==> config.mk <==
export PLATFORM = sky130hd
export DESIGN_NAME = clock_gate_ctrl
export DESIGN_NICKNAME = d
export VERILOG_FILES = /design/src/include/cg_pkg.sv /design/src/include/cg_gate_if.sv /design/src/logic/clock_gate_ctrl.sv /design/src/logic/gate_select.sv /design/src/logic/fault_check.sv
export SDC_FILE = /design/constraint.sdc
export NUM_CORES = 1
export LEC_CHECK = 0
export ABC_AREA = 1
export BUFFER_PORTS_ARGS = -buffer_cell sky130_fd_sc_hd__buf_2
export CAP_MARGIN = 40
export CORE_ASPECT_RATIO = 0.8
export CORE_MARGIN = 10
export CORE_UTILIZATION = 40
export CTS_CLUSTER_SIZE = 12
export DETAILED_ROUTE_END_ITERATION = 10
export PLACE_DENSITY_LB_ADDON = 0.2
export SYNTH_ARGS = -nofsm -noshare
export SYNTH_HDL_FRONTEND = slang
export SYNTH_SLANG_ARGS = --single-unit
==> constraint.sdc <==
create_clock -name REF_CLK_I -period 1.7 [get_ports REF_CLK_I]
set_clock_uncertainty 0.15 [all_clocks]
set_input_delay 0.255 -clock REF_CLK_I [delete_from_list [all_inputs] [get_ports REF_CLK_I]]
set_output_delay 0.255 -clock REF_CLK_I [all_outputs]
set_load 0.05 [all_outputs]
==> src/include/cg_pkg.sv <==
// package: constants and helpers of the deep-sleep clock gating block
// assumes: one 10 MHz system clock, classic Wishbone register access
package cg_pkg;

  // ****************************************************************
  // address map
  // ****************************************************************
  localparam logic [31:0] SYSCTL_BASE = 32'h400F_E000;
  localparam logic [11:0] RUN_CFG_OFS = 12'h060;
  localparam logic [11:0] RUN_GATE_OFS = 12'h100;
  localparam logic [11:0] SLEEP_GATE_OFS = 12'h110;
  localparam logic [11:0] DEEP_GATE_OFS = 12'h120;
  localparam logic [11:0] IRQ_STAT_OFS = 12'h180;
  localparam logic [11:0] IRQ_CLR_OFS = 12'h184;
  localparam logic [11:0] IRQ_EN_OFS = 12'h188;
  localparam logic [11:0] GATE_STATE_OFS = 12'h18C;

  // ****************************************************************
  // fields and reset values
  // ****************************************************************
  localparam int NUM_UNITS = 3;
  localparam int PWM_BIT = 20;
  localparam int ADC0_BIT = 16;
  localparam int WDOG_BIT = 3;
  localparam int ACG_BIT = 27;
  localparam logic [31:0] GATE_RESET = 32'h0000_0040;
  localparam logic [31:0] GATE_RW_MASK = 32'h0011_0008;
  localparam logic [2:0] UNITS_RESET = 3'h0;
  localparam logic [2:0] IRQ_RESET = 3'h0;
  localparam logic ACG_RESET = 1'b0;
  localparam logic [31:0] ZERO_WORD = 32'h0000_0000;

  // unit index: 0 pwm, 1 adc0, 2 watchdog
  localparam logic [1:0] UNIT_PWM = 2'h0;
  localparam logic [1:0] UNIT_ADC0 = 2'h1;
  localparam logic [1:0] UNIT_WDOG = 2'h2;

  typedef enum logic [1:0] {MODE_RUN, MODE_SLEEP, MODE_DEEP} mode_e;

  // ****************************************************************
  // helpers
  // ****************************************************************
  function automatic logic [2:0] units_of(input logic [31:0] w);
    units_of = {w[WDOG_BIT], w[ADC0_BIT], w[PWM_BIT]};
  endfunction : units_of

  function automatic logic [31:0] word_of(input logic [2:0] u);
    logic [31:0] w;
    w = GATE_RESET & ~GATE_RW_MASK;
    w[PWM_BIT] = u[0];
    w[ADC0_BIT] = u[1];
    w[WDOG_BIT] = u[2];
    word_of = w;
  endfunction : word_of

  function automatic logic [31:0] lanes(input logic [31:0] old_w,
                                        input logic [31:0] new_w,
                                        input logic [3:0] sel);
    logic [31:0] w;
    w = old_w;
    for (int b = 0; b < 4; b++)
    begin
      if (sel[b])
      begin
        w[b*8 +: 8] = new_w[b*8 +: 8];
      end
    end
    lanes = w;
  endfunction : lanes

endpackage : cg_pkg

==> src/include/cg_gate_if.sv <==
// interface: gating sets, mode and resulting clock enables
// assumes: all members on the system clock
interface cg_gate_if;
  logic [2:0] run_units;
  logic [2:0] sleep_units;
  logic [2:0] deep_units;
  logic auto_gate;
  cg_pkg::mode_e mode;
  logic [2:0] clk_en;

  modport sel (input run_units, input sleep_units, input deep_units,
               input auto_gate, input mode, output clk_en);
  modport chk (input clk_en);
  modport ctl (output run_units, output sleep_units, output deep_units,
               output auto_gate, output mode, input clk_en);
endinterface : cg_gate_if

==> src/logic/clock_gate_ctrl.sv <==
// top of the clock gating block: register file, mode tracking, interrupts
// assumes: classic Wishbone master on REF_CLK_I; mode inputs and
// peripheral access strobes come from logic on the same clock
//
// Operation
// - deep-sleep gating register 0: 32 bits at 0x120 above 0x400F_E000.
// - a gating bit at one supplies the clock to its unit.
// - a gating bit at zero stops the clock of its unit.
// - an access to a unit whose clock is off ends in a bus fault.
// - reset clears every gating bit so all units start unclocked.
// - deep-sleep gating register 0 reads 0x00000040 after reset.
// - run, sleep and deep-sleep gating sets exist side by side.
// - sleep and deep-sleep sets apply only while auto gating is set.
// - bit 16 is the read-write adc 0 clock enable, reset zero.
// - bit 20 enables pwm and bit 3 the watchdog, both reset zero.
// - bits 31:21, 19:17, 15:4 and 2:0 are read-only and ignore writes.
//
// Register access over Wishbone is this design's own decision.
module clock_gate_ctrl
(
  input wire logic REF_CLK_I,          // system clock, 10 MHz
  input wire logic RST_N_I,            // async reset, active low
  input wire logic CYC_I,              // wishbone cycle
  input wire logic STB_I,              // wishbone strobe
  input wire logic WE_I,               // wishbone write
  input wire logic [31:0] ADR_I,       // wishbone byte address
  input wire logic [3:0] SEL_I,        // wishbone byte lanes
  input wire logic [31:0] DAT_I,       // wishbone write data
  output logic [31:0] DAT_O,           // wishbone read data
  output logic ACK_O,                  // wishbone acknowledge
  output logic ERR_O,                  // wishbone error, unmapped
  input wire logic SLEEP_I,            // processor in sleep
  input wire logic DEEP_SLEEP_I,       // processor in deep sleep
  input wire logic PERIPH_ACC_I,       // peripheral access strobe
  input wire logic [1:0] PERIPH_ID_I,  // peripheral addressed
  output logic PERIPH_ACK_O,           // access completed
  output logic PERIPH_FAULT_O,         // access faulted
  output logic PWM_CLK_EN_O,           // pwm clock enable
  output logic ADC0_CLK_EN_O,          // adc 0 clock enable
  output logic WDOG_CLK_EN_O,          // watchdog clock enable
  output logic IRQ_O                   // fault interrupt, level
);

  // ****************************************************************
  // declarations
  // ****************************************************************
  cg_gate_if gate ();

  logic [2:0] run_units_reg;
  logic [2:0] sleep_units_reg;
  logic [2:0] deep_units_reg;
  logic acg_reg;
  cg_pkg::mode_e mode_reg;
  cg_pkg::mode_e mode_next;
  logic [2:0] irq_stat_reg;
  logic [2:0] irq_stat_next;
  logic [2:0] irq_en_reg;
  logic [2:0] fault_evt;
  logic ack_reg;
  logic err_reg;
  logic [31:0] rdata_reg;
  logic [31:0] rdata_next;
  logic req;
  logic in_block;
  logic [11:0] ofs;
  logic mapped;
  logic wr_commit;

  // ****************************************************************
  // bus decode
  // ****************************************************************
  assign in_block = ADR_I[31:12] == cg_pkg::SYSCTL_BASE[31:12];
  assign ofs = ADR_I[11:0];
  assign req = CYC_I && STB_I;

  always_comb
  begin
    mapped = 1'b1;
    rdata_next = cg_pkg::ZERO_WORD;
    unique case (ofs)
      cg_pkg::RUN_CFG_OFS:
      begin
        rdata_next[cg_pkg::ACG_BIT] = acg_reg;
      end
      cg_pkg::RUN_GATE_OFS: rdata_next = cg_pkg::word_of(run_units_reg);
      cg_pkg::SLEEP_GATE_OFS: rdata_next = cg_pkg::word_of(sleep_units_reg);
      // reserved bits read back as the fixed image
      cg_pkg::DEEP_GATE_OFS: rdata_next = cg_pkg::word_of(deep_units_reg);
      cg_pkg::IRQ_STAT_OFS: rdata_next = {29'h0000_0000, irq_stat_reg};
      cg_pkg::IRQ_CLR_OFS: rdata_next = cg_pkg::ZERO_WORD;
      cg_pkg::IRQ_EN_OFS: rdata_next = {29'h0000_0000, irq_en_reg};
      cg_pkg::GATE_STATE_OFS:
      begin
        rdata_next = {24'h00_0000, 1'b0, acg_reg, mode_reg, 1'b0,
                      gate.clk_en};
      end
      default:
      begin
        mapped = 1'b0;
      end
    endcase
    if (!in_block || ofs[1:0] != 2'h0)
    begin
      mapped = 1'b0;
    end
  end

  // ****************************************************************
  // wishbone handshake
  // ****************************************************************
  // answer one cycle after the request; the write lands on the edge
  // at which the master samples the acknowledge
  always_ff @(posedge REF_CLK_I or negedge RST_N_I)
  begin
    if (!RST_N_I)
    begin
      ack_reg <= 1'b0;
      err_reg <= 1'b0;
      rdata_reg <= cg_pkg::ZERO_WORD;
    end
    else
    begin
      ack_reg <= req && mapped && !ack_reg && !err_reg;
      err_reg <= req && !mapped && !ack_reg && !err_reg;
      if (req && mapped && !ack_reg && !err_reg && !WE_I)
      begin
        rdata_reg <= rdata_next;
      end
    end
  end

  assign wr_commit = req && WE_I && ack_reg;
  assign ACK_O = ack_reg;
  assign ERR_O = err_reg;
  assign DAT_O = rdata_reg;

  // ****************************************************************
  // gating registers
  // ****************************************************************
  // only the three enable bits are stored; writes to reserved bits
  // are dropped on the floor
  always_ff @(posedge REF_CLK_I or negedge RST_N_I)
  begin
    if (!RST_N_I)
    begin
      run_units_reg <= cg_pkg::UNITS_RESET;
      sleep_units_reg <= cg_pkg::UNITS_RESET;
      deep_units_reg <= cg_pkg::UNITS_RESET;
    end
    else if (wr_commit)
    begin
      if (ofs == cg_pkg::RUN_GATE_OFS)
      begin
        run_units_reg <= cg_pkg::units_of(cg_pkg::lanes(
          cg_pkg::word_of(run_units_reg), DAT_I, SEL_I));
      end
      if (ofs == cg_pkg::SLEEP_GATE_OFS)
      begin
        sleep_units_reg <= cg_pkg::units_of(cg_pkg::lanes(
          cg_pkg::word_of(sleep_units_reg), DAT_I, SEL_I));
      end
      if (ofs == cg_pkg::DEEP_GATE_OFS)
      begin
        // adc 0 at bit 16, pwm at bit 20, watchdog at bit 3
        deep_units_reg <= cg_pkg::units_of(cg_pkg::lanes(
          cg_pkg::word_of(deep_units_reg), DAT_I, SEL_I));
      end
    end
  end

  always_ff @(posedge REF_CLK_I or negedge RST_N_I)
  begin
    if (!RST_N_I)
    begin
      acg_reg <= cg_pkg::ACG_RESET;
    end
    else if (wr_commit && ofs == cg_pkg::RUN_CFG_OFS
             && SEL_I[cg_pkg::ACG_BIT / 8])
    begin
      acg_reg <= DAT_I[cg_pkg::ACG_BIT];
    end
  end

  // ****************************************************************
  // power mode tracking
  // ****************************************************************
  // deep sleep outranks sleep when both are raised
  always_comb
  begin
    if (DEEP_SLEEP_I)
    begin
      mode_next = cg_pkg::MODE_DEEP;
    end
    else if (SLEEP_I)
    begin
      mode_next = cg_pkg::MODE_SLEEP;
    end
    else
    begin
      mode_next = cg_pkg::MODE_RUN;
    end
  end

  always_ff @(posedge REF_CLK_I or negedge RST_N_I)
  begin
    if (!RST_N_I)
    begin
      mode_reg <= cg_pkg::MODE_RUN;
    end
    else
    begin
      mode_reg <= mode_next;
    end
  end

  // ****************************************************************
  // gating and fault check
  // ****************************************************************
  assign gate.run_units = run_units_reg;
  assign gate.sleep_units = sleep_units_reg;
  assign gate.deep_units = deep_units_reg;
  assign gate.auto_gate = acg_reg;
  assign gate.mode = mode_reg;

  gate_select u_select
  (
    .clk_i (REF_CLK_I),
    .rst_n_i (RST_N_I),
    .gate (gate.sel)
  );

  fault_check u_check
  (
    .clk_i (REF_CLK_I),
    .rst_n_i (RST_N_I),
    .gate (gate.chk),
    .acc_i (PERIPH_ACC_I),
    .id_i (PERIPH_ID_I),
    .ok_o (PERIPH_ACK_O),
    .fault_o (PERIPH_FAULT_O),
    .fault_evt_o (fault_evt)
  );

  assign PWM_CLK_EN_O = gate.clk_en[cg_pkg::UNIT_PWM];
  assign ADC0_CLK_EN_O = gate.clk_en[cg_pkg::UNIT_ADC0];
  assign WDOG_CLK_EN_O = gate.clk_en[cg_pkg::UNIT_WDOG];

  // ****************************************************************
  // fault interrupts
  // ****************************************************************
  // a fault in the cycle of its clear stays set
  always_comb
  begin
    irq_stat_next = irq_stat_reg;
    if (wr_commit && ofs == cg_pkg::IRQ_CLR_OFS && SEL_I[0])
    begin
      irq_stat_next = irq_stat_reg & ~DAT_I[2:0];
    end
    irq_stat_next = irq_stat_next | fault_evt;
  end

  always_ff @(posedge REF_CLK_I or negedge RST_N_I)
  begin
    if (!RST_N_I)
    begin
      irq_stat_reg <= cg_pkg::IRQ_RESET;
    end
    else
    begin
      irq_stat_reg <= irq_stat_next;
    end
  end

  always_ff @(posedge REF_CLK_I or negedge RST_N_I)
  begin
    if (!RST_N_I)
    begin
      irq_en_reg <= cg_pkg::IRQ_RESET;
    end
    else if (wr_commit && ofs == cg_pkg::IRQ_EN_OFS && SEL_I[0])
    begin
      irq_en_reg <= DAT_I[2:0];
    end
  end

  assign IRQ_O = |(irq_stat_reg & irq_en_reg);

endmodule : clock_gate_ctrl

==> src/logic/gate_select.sv <==
// picks the gating set that applies in the present power mode
// assumes: mode and sets come from the register block on the same clock
module gate_select
(
  input wire logic clk_i,     // system clock
  input wire logic rst_n_i,   // async reset, active low
  cg_gate_if.sel gate         // sets in, enables out
);

  logic [2:0] clk_en_next;
  logic [2:0] clk_en_reg;

  always_comb
  begin
    clk_en_next = gate.run_units;
    if (gate.auto_gate)
    begin
      unique case (gate.mode)
        cg_pkg::MODE_RUN: clk_en_next = gate.run_units;
        cg_pkg::MODE_SLEEP: clk_en_next = gate.sleep_units;
        cg_pkg::MODE_DEEP: clk_en_next = gate.deep_units;
        default: clk_en_next = gate.run_units;
      endcase
    end
    // without auto gating the run set stays in force
  end

  // registered so the enables never glitch
  always_ff @(posedge clk_i or negedge rst_n_i)
  begin
    if (!rst_n_i)
    begin
      clk_en_reg <= cg_pkg::UNITS_RESET;
    end
    else
    begin
      clk_en_reg <= clk_en_next;
    end
  end

  assign gate.clk_en = clk_en_reg;

endmodule : gate_select

==> src/logic/fault_check.sv <==
// answers peripheral accesses: normal completion or bus fault
// assumes: access strobe and unit id come from the same clock domain
module fault_check
(
  input wire logic clk_i,        // system clock
  input wire logic rst_n_i,      // async reset, active low
  cg_gate_if.chk gate,           // current clock enables
  input wire logic acc_i,        // one-cycle access strobe
  input wire logic [1:0] id_i,   // target unit
  output logic ok_o,             // normal completion pulse
  output logic fault_o,          // bus fault pulse
  output logic [2:0] fault_evt_o // per unit fault pulse
);

  logic clocked;

  // an id past the last unit has no clock at all
  assign clocked = (id_i < 2'(cg_pkg::NUM_UNITS)) && gate.clk_en[id_i];

  always_ff @(posedge clk_i or negedge rst_n_i)
  begin
    if (!rst_n_i)
    begin
      ok_o <= 1'b0;
      fault_o <= 1'b0;
      fault_evt_o <= 3'h0;
    end
    else
    begin
      ok_o <= acc_i && clocked;
      fault_o <= acc_i && !clocked;
      fault_evt_o <= 3'h0;
      if (acc_i && !clocked && id_i < 2'(cg_pkg::NUM_UNITS))
      begin
        fault_evt_o[id_i] <= 1'b1;
      end
    end
  end

endmodule : fault_check

Word level (Yosys, flattened, before mapping). Cells that the tools add are included.

Flip-flop bits (word level): 56. Bits of input ports: 78. Output and inout port bits: 40. Word-level logic and storage cells: 86.

$lt $le $gt $ge: 3. Equal/unequal tests: 11. Muxes and demuxes: 14. Bitwise gates (word level): 4. Reduce and logical (&&, ||, !) cells: 37.

Operators with widths (number): $pmux 21 s6 (1); $eq 12x9->1 const B (7); $logic_and 1x1->1 (21); $eq 20x19->1 const B (1); $reduce_and 3->1 (6); $eq 12x7->1 const B (1); $mux 3 (3); $reduce_or 8->1 (1); $and 3x3->3 (2); $logic_not 1->1 (6); $mux 1 (6); $pmux 3 s2 (1); $lt 2x3->1 const B (1); $not 3->3 (1); $or 3x3->3 (1); $reduce_or 3->1 (1); $bmux 1 s2 (1); $demux 1 s2 (1); $eq 2x1->1 const B (1); $eq 2x2->1 const B (1); $ge 2x1->1 const B (1); $lt 2x2->1 const B (1); $mux 2 (1); $reduce_bool 2->1 (1); $logic_or 1x1->1 (1).

Longest topological paths before layout. Gate-level depths: netlist (run 1).

Depth after elaboration: 8. Gate-level depth with buffers: 11. Gate-level depth less buffers: 11.

By module. From an unflattened synthesis (run 1), not the netlist that was laid out.

Cells, all modules: 331. Area total of the unflattened synthesis: 2353.5 um2.

Modules (own cells, without submodules): clock_gate_ctrl (instances 1, cells an instance 277, area each 1946.9 um2, sequential area each 750.7 um2); fault_check (instances 1, cells an instance 24, area each 209.0 um2, sequential area each 125.1 um2); gate_select (instances 1, cells an instance 30, area each 197.7 um2, sequential area each 75.1 um2).

Worst setup path before layout (run 1). No wires, ideal clock.

Path type: register -> register. Start point: register ack_reg, in the netlist ACK_O. End point: register deep_units_reg[0]. Library setup time: 0.121 ns. Arrival: 1.450 ns. Required time: 1.429 ns. Setup slack: -0.021 ns. Stages on the path, launching flop included: 8. Path buffers: 0. Period minus slack after synthesis: 1.721 ns. Cell sequence: dfrtp_1 inv_1 nor3_4 inv_2 nor2_2 nand4_1 nand2_1 o21ai_1.

Cells in the longest elaborated chain, start to end: 2.

Ends and longest elaborated chain: start, declared (line clock_gate_ctrl.sv:59) `logic ack_reg;`; start signal, assigned (line clock_gate_ctrl.sv:123) `ack_reg <= req && mapped && !ack_reg && !err_reg;`; $logic_and 1x1->1 (line clock_gate_ctrl.sv:132) `assign wr_commit = req && WE_I && ack_reg;`; $reduce_and 3->1 (no source line); end signal, assigned (line clock_gate_ctrl.sv:148) `deep_units_reg <= cg_pkg::UNITS_RESET;`; end signal, assigned (line clock_gate_ctrl.sv:165) `deep_units_reg <= cg_pkg::units_of(cg_pkg::lanes(`; end, declared (line clock_gate_ctrl.sv:51) `logic [2:0] deep_units_reg;`.

No other way between the ends. A chain may end at the register's enable or synchronous reset.

Final worst setup path (run 1).
Start point: register mode_reg[0], in the netlist gate.mode[0]. End point: register u_select.clk_en_reg[1], in the netlist u_select.gate.clk_en[1].

Cells in the longest elaborated chain, start to end: 3. Elaborated cells between the ends (all ways): 4. Classes of those cells: eq/ne: 2; mux: 2.

Ends and longest elaborated chain: start, declared (line clock_gate_ctrl.sv:53) `cg_pkg::mode_e mode_reg;`; start signal, assigned (line clock_gate_ctrl.sv:208) `mode_reg <= cg_pkg::MODE_RUN;`; start signal, assigned (line clock_gate_ctrl.sv:212) `mode_reg <= mode_next;`; $eq 2x2->1 or $eq 2x1->1 (tied branches) (line gate_select.sv:18) `unique case (gate.mode)`; $pmux 3 s2 (*) (line gate_select.sv:18); $mux 3 (*) (line gate_select.sv:16) `if (gate.auto_gate)`; via u_select.clk_en_next[1] (line gate_select.sv:10) `logic [2:0] clk_en_next;`; end signal, assigned (line gate_select.sv:33) `clk_en_reg <= cg_pkg::UNITS_RESET;`; end signal, assigned (line gate_select.sv:37) `clk_en_reg <= clk_en_next;`; end, declared (line gate_select.sv:11) `logic [2:0] clk_en_reg;`.

The timed path passes the listed nets; every way through them passes the cells marked *.

==> run metrics, run 1 <==
CP Capture Type flip-flop; Synth-to-Final Area Change 21.9%; CP Max Fanout 5; largest net degree at the start of global routing 39; fmax 640 MHz; via count 2,000; pwr dens 679 nW/um^2; worst vdd ir 0.000409 V; M3 GR Usage 4.84%; Detailed Route Iter0 Violations 121; RePlAce Congestion ~0.8; Slew Viols, Final 0; clk slew on worst S/H paths 0.07 ns; Filler cells 598; layout cells sized above 1 approximately 29%; ys async rst share 100%; H-Tree Depth 2; CTS Buffer Depth 2; Final setup viols 0; final cell count without fillers 462; Die H around 88 um; Synthesis Warnings 0; clk sinks 38; Core ar. 5560 um^2; Avg Cell Area, Syn approximately 7.7 um^2; CTS tree done; GRT busiest layer met2; nets 463; # diodes 0; dominant cells by area after synthesis dfrtp_1 (41%), nand2_1 (14%), buf_4 (7.1%), inv_1 (6.6%), nor2_1 (4.8%); post-synthesis register bit count 38; GRT Overall Usage 12.5%; Storage cell area between 900 and 1000 um^2; WP data arrival 1.59 ns; max FFs per register 10; post-DP HPWL about 4.7 mm; Setup TNS 0 ns; Via-to-Cell Ratio about 4.3; die area ~9300 um^2; Synth Cell Area 2330 um^2; DR pass1 iterations 5; vias in the first global route between 2,000 and 2,500; Placed Cells between 400 and 500; postcts setup bufs 0; Worst-Skew Late Latency 0.29 ns; worst min path class in -> reg; initial antenna violation count 0; post-synthesis cell type count 33; fin crit share between 90% and 100%; CP required 1.73 ns; die width approximately 110 um; status finished, final reports clean; Max Cap Viol 0; grt total ovfl 0; Num CTS Buffers 5; CTS root buf clkbuf_8; Hold Violations, Final 0; Rows 24; Synth area leader dfrtp_1; sequential share of the synthesized area between 40% and 50%; CP Launch Type flip-flop; Main synth FF type dfrtp_1; RSZ-0062 raised after global routing no; top-count cell post-synth nand2_1; Starting Density 41.9%; antenna-violating nets left 0; first-pass GRT wire length roughly 9.5 mm; min Tclk post-route 1.56 ns; DRC violations left 0; DRT Wirelength 5.60 mm; top cell type's share of synthesized area ~41%; grt met2 use 20.7%; Mapped Cells 301; routed length per instance 12.1 um; met1 GRT Util 14.8%; WS Path Type reg -> reg; EDFF count, synth 0; Ports 118; Synth top cells by count nand2_1 (86), inv_1 (41), dfrtp_1 (38), nor2_1 (30), buf_4 (22); Leak around 1.6 nW; multi-input combinational cell area 1100 um^2; count of input and output buffers 69
stage by stage:
| step | utilization (%) | power [mW] | setup WS (ns) | hold slack, ns | instance area, um^2 |
|---|---|---|---|---|---|
| after floorplan | - | 1.23 | 0.153 | -0.191 | 2410 |
| after global placement | 49.0 | 1.30 | 0.0360 | 0.185 | 2720 |
| after detailed placement | 49.0 | 1.31 | 0.0102 | 0.186 | 2720 |
| after CTS | 51.0 | 1.95 | 0.100 | 0.00329 | 2830 |
| after global routing | 51.0 | 2.02 | 0.00918 | 0.0117 | 2840 |
| final | 51.0 | 1.92 | 0.139 | 0.0150 | 2840 |
final timing paths:
check | startpoint | end | slack (ns) | cells after the start
min | SLEEP_I | gate.mode[0]$_DFF_PN0_ | 0.02 | 3
min in group asynchronous | RST_N_I | DAT_O[5]$_DFFE_PN0P_ | 0.39 | 3
max reg2reg | gate.mode[0]$_DFF_PN0_ | u_select.gate.clk_en[1]$_DFF_PN0_ | 0.14 | 7
min reg2reg | u_check.fault_evt_o[0]$_DFF_PN0_ | irq_stat_reg[0]$_DFF_PN0_ | 0.28 | 2
max | gate.mode[0]$_DFF_PN0_ | u_select.gate.clk_en[1]$_DFF_PN0_ | 0.14 | 7
max in group asynchronous | RST_N_I | ACK_O$_DFF_PN0_ | 0.66 | 3
cells by family (layout without fill, tap and decap cells):
group                      after synthesis  count (layout)  synth area share, %
and+or+nand+nor                        156             156                 34.4
AOI/OAI and AO/OA                       31              31                 8.12
other                                    1              22                0.161
DFF                                     38              38                 40.9
buffers and inverters                   73             135                 15.3
adders and majority gates                2               2                 1.08
per-layer routing:
layer / wire length [um] / part of all wire, %
met2: 2700 / 48
met5: 0 / 0
met3: 425 / 7.6
met4: 40 / 0.71
met1: 2430 / 43
worst max-delay path, cell delays in order, from the launching register on:
cell and delay [ns]:
dfrtp_1 0.37, inv_1 0.08, ha_1 0.30, nor2_2 0.12, inv_2 0.07, a221o_1 0.25
o21ai_0 0.07, inv_1 0.05
placed cells by master, fill, tap and decap left out, types with 4 or more instances in the layout:
cell and n:
clkbuf_8 6, nand4_1 4, dfrtp_1 37, buf_4 5
nand3_1 11, inv_1 40, nand2_1 86, a21oi_1 5
inv_2 10, conb_1 22, o21ai_0 11, nor2_1 29
buf_2 69, o21ai_1 5
where the power goes:
| group | internal, mW | switching (mW) | total [mW] |
|---|---|---|---|
| registers | 0.921 | 0.0117 | 0.933 |
| clock network | 0.327 | 0.303 | 0.630 |
| logic | 0.0893 | 0.272 | 0.362 |
cell type report:
| class | count | area share, % |
|---|---|---|
| multi-input combinational | 211 | 38.8 |
| sequential | 38 | 33.6 |
| timing repair buffer | 76 | 14.2 |
| inverter | 51 | 6.75 |
| tap | 78 | 3.44 |
| clock buffer | 7 | 3.05 |
| clock inverter | 1 | 0.177 |
what timing repair did:
action	CTS	global route
hold buffers	2	0
gates resized for setup	0	2
endpoints found under the hold margin	40	0
endpoints found under the setup margin	0	2
Note: power is estimated with default switching activity, not from simulation.
==> run 2, diff against run 1 <==
- clock period: 1.7 -> 1.9 ns (I/O delays scaled with it)
==> run 2 against run 1 <==
Flip-flop and latch count unchanged. Combinational power decreased by 12%. Design area decreased by 0.66%. Worst hold slack improved by 0.024 ns. Non-clock buffer count decreased by 4. Fmax decreased by 1.4%. Sequential share of layout area increased by 0.18 points. Highest routed layer unchanged. Clock-buffer cell count unchanged. First-iteration DRC count decreased by 25%.
==> run metrics, run 2 (synthesis gave the netlist of run 1 again) <==
status finished, final reports clean (unchanged); commonest non-fill, non-tap cell in the layout nand2_1 (unchanged); DRC violations left 0 (unchanged); CP required 1.93 ns (was 1.73 ns); WS Path Type reg -> reg (unchanged); worst reg2reg endpoint u_select.gate.clk_en[1]$_DFF_PN0_ (unchanged); DR pass1 iterations 4 (was 5); Worst-Skew Late Latency 0.29 ns (about the same); Rows 24 (unchanged); commonest non-fill, non-tap cells in the layout nand2_1 (86), buf_2 (69), inv_1 (41), dfrtp_1 (38), nor2_1 (30) (was nand2_1 (86), buf_2 (69), inv_1 (40), dfrtp_1 (37), nor2_1 (29)); Worst Hold Depth 3 (unchanged); final hold slack 0.0393 ns (was 0.0150 ns); final cell count without fillers 458 (was 462); Slew Viols, Final 0 (unchanged); Setup TNS 0 ns (unchanged); DRT Wirelength 5.51 mm (was 5.60 mm); fin crit share 83.3% (was 91.8%); via count 1,961 (was 2,000); reg2reg path depth 7 (unchanged); Hold Startpoint SLEEP_I (unchanged); pwr dens 649 nW/um^2 (was 679 nW/um^2); first-pass GRT wire length 9.18 mm (was 9.47 mm); Max Cap Viol 0 (unchanged); Num CTS Buffers 5 (unchanged); initial antenna violation count 0 (unchanged); vias in the first global route 1,928 (was 2,036); WP data arrival 1.62 ns (was 1.59 ns); end of the worst hold path gate.mode[0]$_DFF_PN0_ (unchanged); Starting Density 41.9% (unchanged); worst min path class in -> reg (unchanged); multi-input combinational cell area 1100 um^2 (about the same); Hold Violations, Final 0 (unchanged); CP Launch Type flip-flop (unchanged); Synth-to-Final Area Change 21.1% (was 21.9%); post-DP HPWL 4.55 mm (was 4.67 mm); Ports 118 (unchanged); RSZ-0062 raised after global routing no (unchanged); Storage cell area 951 um^2 (was 952 um^2); Largest stage delay, worst path 0.37 ns (about the same); CP Max Fanout 5 (unchanged); clk sinks 38 (unchanged); reg-to-reg startpoint gate.mode[0]$_DFF_PN0_ (unchanged); nets 459 (was 463); postcts setup bufs 0 (unchanged); fmax 632 MHz (was 640 MHz); Detailed Route Iter0 Violations 91 (was 121); min Tclk post-route 1.58 ns (was 1.56 ns); layout cells sized above 1 27.6% (was 29.4%); CTS tree done (unchanged); antenna-violating nets left 0 (unchanged); Die H 88.2 um (unchanged); routed length per instance 12.0 um (was 12.1 um); Via-to-Cell Ratio 4.28 (was 4.33); largest net degree at the start of global routing 39 (unchanged); Crit-path slowest cell dfrtp_1 (unchanged); max FFs per register 10 (unchanged); CP Cell Sequence inv_1, ha_1, nor2_1, inv_1, a221o_1, o21ai_0, inv_1 (was inv_1, ha_1, nor2_2, inv_2, a221o_1, o21ai_0, inv_1); Placed Cells 448 (was 452); RePlAce Congestion 0.809 (was 0.808); CTS root buf clkbuf_8 (unchanged); Leak 1.58 nW (was 1.59 nW); clk slew on worst S/H paths 0.07 ns (about the same); GRT Overall Usage 12.1% (was 12.5%); most used cell, CP inv_1 (unchanged); r2r setup slk 0.32 ns (was 0.14 ns); grt total ovfl 0 (unchanged); CTS Buffer Depth 2 (unchanged); die area 9280 um^2 (unchanged); Final setup viols 0 (unchanged); CP Capture Type flip-flop (unchanged); H-Tree Depth 2 (unchanged); count of input and output buffers 69 (unchanged); Filler cells 553 (was 598); worst vdd ir 0.000349 V (was 0.000409 V); Core ar. 5560 um^2 (unchanged); die width 105 um (unchanged); # diodes 0 (unchanged)
-- run 2: cell types whose count changed in the layout (fill, tap and decap cells not counted), sizes merged --
cell	previous run	this run
clkinv	2	1
bufinv	0	1
buf	74	70
-- run 2: power breakdown --
part / internal [mW] / switching, mW / total, mW
Combinational: 0.0793 / 0.241 / 0.320
Clock: 0.393 / 0.281 / 0.674
Sequential: 0.824 / 0.00905 / 0.833
-- run 2: layout make-up --
cell class                 count  share of cell area [%]
clock buffer                   7                    2.71
timing repair buffer          72                    13.2
inverter                      51                    6.80
sequential                    38                    33.8
multi-input combinational    211                    39.0
tap                           78                    3.47
clock inverter                 1                    1.07
-- run 2: per-stage QoR --
step           utilization [%]  worst slack (ns)  total power, mW  area [um^2]
5_1_grt                   50.7             0.191             1.91         2820
4_1_cts                   50.7             0.318             1.85         2820
3_3_place_gp              48.4             0.187             1.17         2690
6_report                  50.7             0.317             1.83         2820
2_1_floorplan                -             0.179             1.10         2400
3_5_place_dp              48.4             0.156             1.17         2690
-- run 2: critical path: cells and delay by family (launching register included) --
kind	cells	cell delay (ns)
AOI/OAI and AO/OA	2	0.33
adders and majority gates	1	0.28
buffers and inverters	3	0.22
DFF	1	0.37
and+or+nand+nor	1	0.13
-- run 2: per-layer routing --
metal,track usage (%),up-vias,share of wire (%),wire length (um)
li1,-,1052,-,-
met1,15.2,854,46,2550
met2,18.8,48,45,2470
met3,4.84,7,7.7,423
met4,4.10,0,1.2,64
met5,0,-,0,0
-- run 2: worst max path at each step --
stage	from	endpoint	slack, ns	cells past startpoint
global placement	ADR_I[29]	DAT_O[3]$_DFFE_PN0P_	0.19	9
CTS	gate.mode[0]$_DFF_PN0_	u_select.gate.clk_en[1]$_DFF_PN0_	0.32	7
global route	gate.mode[0]$_DFF_PN0_	u_select.gate.clk_en[1]$_DFF_PN0_	0.19	7
floorplan	ACK_O$_DFF_PN0_	deep_units_reg[0]$_DFFE_PN0P_	0.18	7
detailed placement	ADR_I[0]	DAT_O[20]$_DFFE_PN0P_	0.16	12
finish	gate.mode[0]$_DFF_PN0_	u_select.gate.clk_en[1]$_DFF_PN0_	0.32	7
-- run 2: what timing repair did --
item,in CTS,in global routing
gates resized for setup,0,0
hold endpoints to repair,40,0
hold buffers,2,0
==> run 3, diff against run 2 <==
- clock period: 1.9 -> 1.5 ns (I/O delays scaled with it)
==> run 3 against run 2 <==
Core utilization grew 4.8 points. Register-to-register slack lost 0.30 ns. Clock power grew 28%. Worst hold slack lost 0.016 ns. Design area grew 9.6%. Wire length grew 5.3%.
==> run metrics, run 3 (synthesis gave the netlist of run 1 again) <==
most used cell, CP inv_2 (was inv_1); DRC violations left 0 (unchanged); clock power share 36.2% (was 36.9%); Worst Setup SP ACK_O$_DFF_PN0_ (was gate.mode[0]$_DFF_PN0_); Storage cell area 953 um^2 (was 951 um^2); Crit-path slowest cell dfrtp_2 (was dfrtp_1); min Tclk post-route 1.49 ns (was 1.58 ns); CTS Buffer Depth 2 (unchanged); fmax 673 MHz (was 632 MHz); # diodes 0 (unchanged); r2r setup slk 0.01 ns (was 0.32 ns); reg-to-reg startpoint ACK_O$_DFF_PN0_ (was gate.mode[0]$_DFF_PN0_); Hold Violations, Final 0 (unchanged); largest net degree at the start of global routing 25 (was 39); multi-input combinational cell area 1140 um^2 (was 1100 um^2); grt total ovfl 0 (unchanged); CTS root buf clkbuf_8 (unchanged); Filler cells 541 (was 553); Hold Startpoint DAT_I[27] (was SLEEP_I); combinational power share 19.6% (was 17.5%); Place WS -0.148 ns (was 0.156 ns); max FFs per register 10 (unchanged); worst vdd ir 0.000457 V (was 0.000349 V); count of input and output buffers 69 (unchanged); Largest stage delay, worst path 0.41 ns (was 0.37 ns); routed length per instance 12.0 um (about the same); Core ar. 5560 um^2 (unchanged); Crit path max-delay family simple AND/OR/NAND/NOR gates (was flip-flops); status finished, final reports clean (unchanged); H-Tree Depth 2 (unchanged); WS Path Type reg -> reg (unchanged); sw frac 29.8% (was 29.1%); GRT Overall Usage 12.3% (was 12.1%); Worst-Skew Late Latency 0.29 ns (about the same); commonest non-fill, non-tap cells in the layout nand2_1 (84), buf_2 (69), inv_1 (38), dfrtp_1 (36), nor2_1 (29) (was nand2_1 (86), buf_2 (69), inv_1 (41), dfrtp_1 (38), nor2_1 (30)); die width 105 um (unchanged); CP Max Fanout 4 (was 5); Rows 24 (unchanged); Flop pwr share 44.3% (was 45.6%); nets 485 (was 459); first-pass GRT wire length 9.48 mm (was 9.18 mm); RSZ-0062 raised after global routing yes (was no); Num CTS Buffers 5 (unchanged); via count 2,077 (was 1,961); Detailed Route Iter0 Violations 67 (was 91); Final setup viols 0 (unchanged); Starting Density 41.9% (unchanged); clk slew on worst S/H paths 0.08 ns (was 0.07 ns); Via-to-Cell Ratio 4.29 (was 4.28); CP Cell Sequence inv_2, nor3_4, inv_2, nor2_4, nand4_1, nand2_1, o21ai_1 (was inv_1, ha_1, nor2_1, inv_1, a221o_1, o21ai_0, inv_1); Setup TNS 0 ns (unchanged); vias in the first global route 2,056 (was 1,928); antenna-violating nets left 0 (unchanged); Synth-to-Final Area Change 32.7% (was 21.1%); WP data arrival 1.52 ns (was 1.62 ns); die area 9280 um^2 (unchanged); CTS tree done (unchanged); Max Cap Viol 0 (unchanged); Leak 1.72 nW (was 1.58 nW); WP buf/inv 2 (was 3); Total Power 2.39 mW (was 1.83 mW); Die H 88.2 um (unchanged); post-DP HPWL 4.79 mm (was 4.55 mm); layout cells sized above 1 35.0% (was 27.6%); CP Launch Type flip-flop (unchanged); DR pass1 iterations 6 (was 4); fin crit share 99.1% (was 83.3%); cell-internal power 1.68 mW (was 1.30 mW); pwr dens 774 nW/um^2 (was 649 nW/um^2); RePlAce Congestion 0.818 (was 0.809); Slew Viols, Final 0 (unchanged); DRT Wirelength 5.80 mm (was 5.51 mm); worst min path class in -> reg (unchanged); NetSw 0.711 mW (was 0.531 mW); CP Capture Type flip-flop (unchanged); Ports 118 (unchanged); commonest non-fill, non-tap cell in the layout nand2_1 (unchanged); clk sinks 38 (unchanged); post-route setup slack 0.0132 ns (was 0.317 ns); initial antenna violation count 0 (unchanged); CP required 1.53 ns (was 1.93 ns)
[run 3: cell types whose count changed in the layout (fill, tap and decap cells not counted), moves of 3 or more]
cell,before,now
buf_4,1,22
o21ai_0,11,6
o21ai_1,5,10
dlygate4sd3_1,2,6
inv_2,9,13
inv_1,41,38
[run 3: metal layers]
metal	GRT usage, %	part of all wire, %
met4	2.99	0.76
met2	20.6	48
met5	0	0
met3	4.04	5.8
met1	15.2	46
[run 3: power by group through the flow]
stage	Combinational (mW)	Clock, mW	Sequential (mW)
floorplan	0.268	0	1.12
global placement	0.426	0	1.08
detailed placement	0.430	0	1.08
CTS	0.452	0.878	1.06
global route	0.509	0.920	1.06
finish	0.467	0.863	1.06
[run 3: stage by stage]
step | utilization [%] | instance area (um^2) | std cells | hold slack (ns)
2_1_floorplan | - | 2410 | 322 | -0.221
3_3_place_gp | 51.3 | 2850 | 467 | 0.0100
3_5_place_dp | 51.3 | 2850 | 467 | 0.00875
4_1_cts | 54.7 | 3040 | 482 | 0.0266
5_1_grt | 55.5 | 3090 | 484 | 0.0341
6_report | 55.5 | 3090 | 484 | 0.0228
[run 3: final timing paths]
| path | end | depth (start not counted) |
|---|---|---|
| worst max-delay path | deep_units_reg[1]$_DFFE_PN0P_ | 7 |
| worst min-delay path | acg_reg$_DFFE_PN0P_ | 3 |
| worst max register to register | deep_units_reg[1]$_DFFE_PN0P_ | 7 |
| worst min register to register | irq_stat_reg[0]$_DFF_PN0_ | 2 |
| max in group asynchronous | u_select.gate.clk_en[0]$_DFF_PN0_ | 3 |
| min in group asynchronous | DAT_O[2]$_DFFE_PN0P_ | 2 |
[run 3: area by class of cell]
cell class | count | area share [%]
Inverter | 51 | 6.20
Tap cell | 78 | 3.16
Clock buffer | 5 | 2.23
Clock inverter | 3 | 1.30
Timing Repair Buffer | 98 | 19.1
Sequential cell | 38 | 30.9
Multi-Input combinational cell | 211 | 37.1
[run 3: repair_timing]
item                                    4_1_cts  5_1_grt
endpoints found under the setup margin        1       17
pin swaps                                     1        5
hold buffers                                  6        0
buffers inserted                              1        2
gates resized for setup                       5       12
endpoints found under the hold margin        19        0
[run 3: worst min-delay path, delay by kind of cell]
kind	cells	cell delay (ns)
AO/OA/AOI/OAI	1	0.08
buffers and inverters	2	0.13
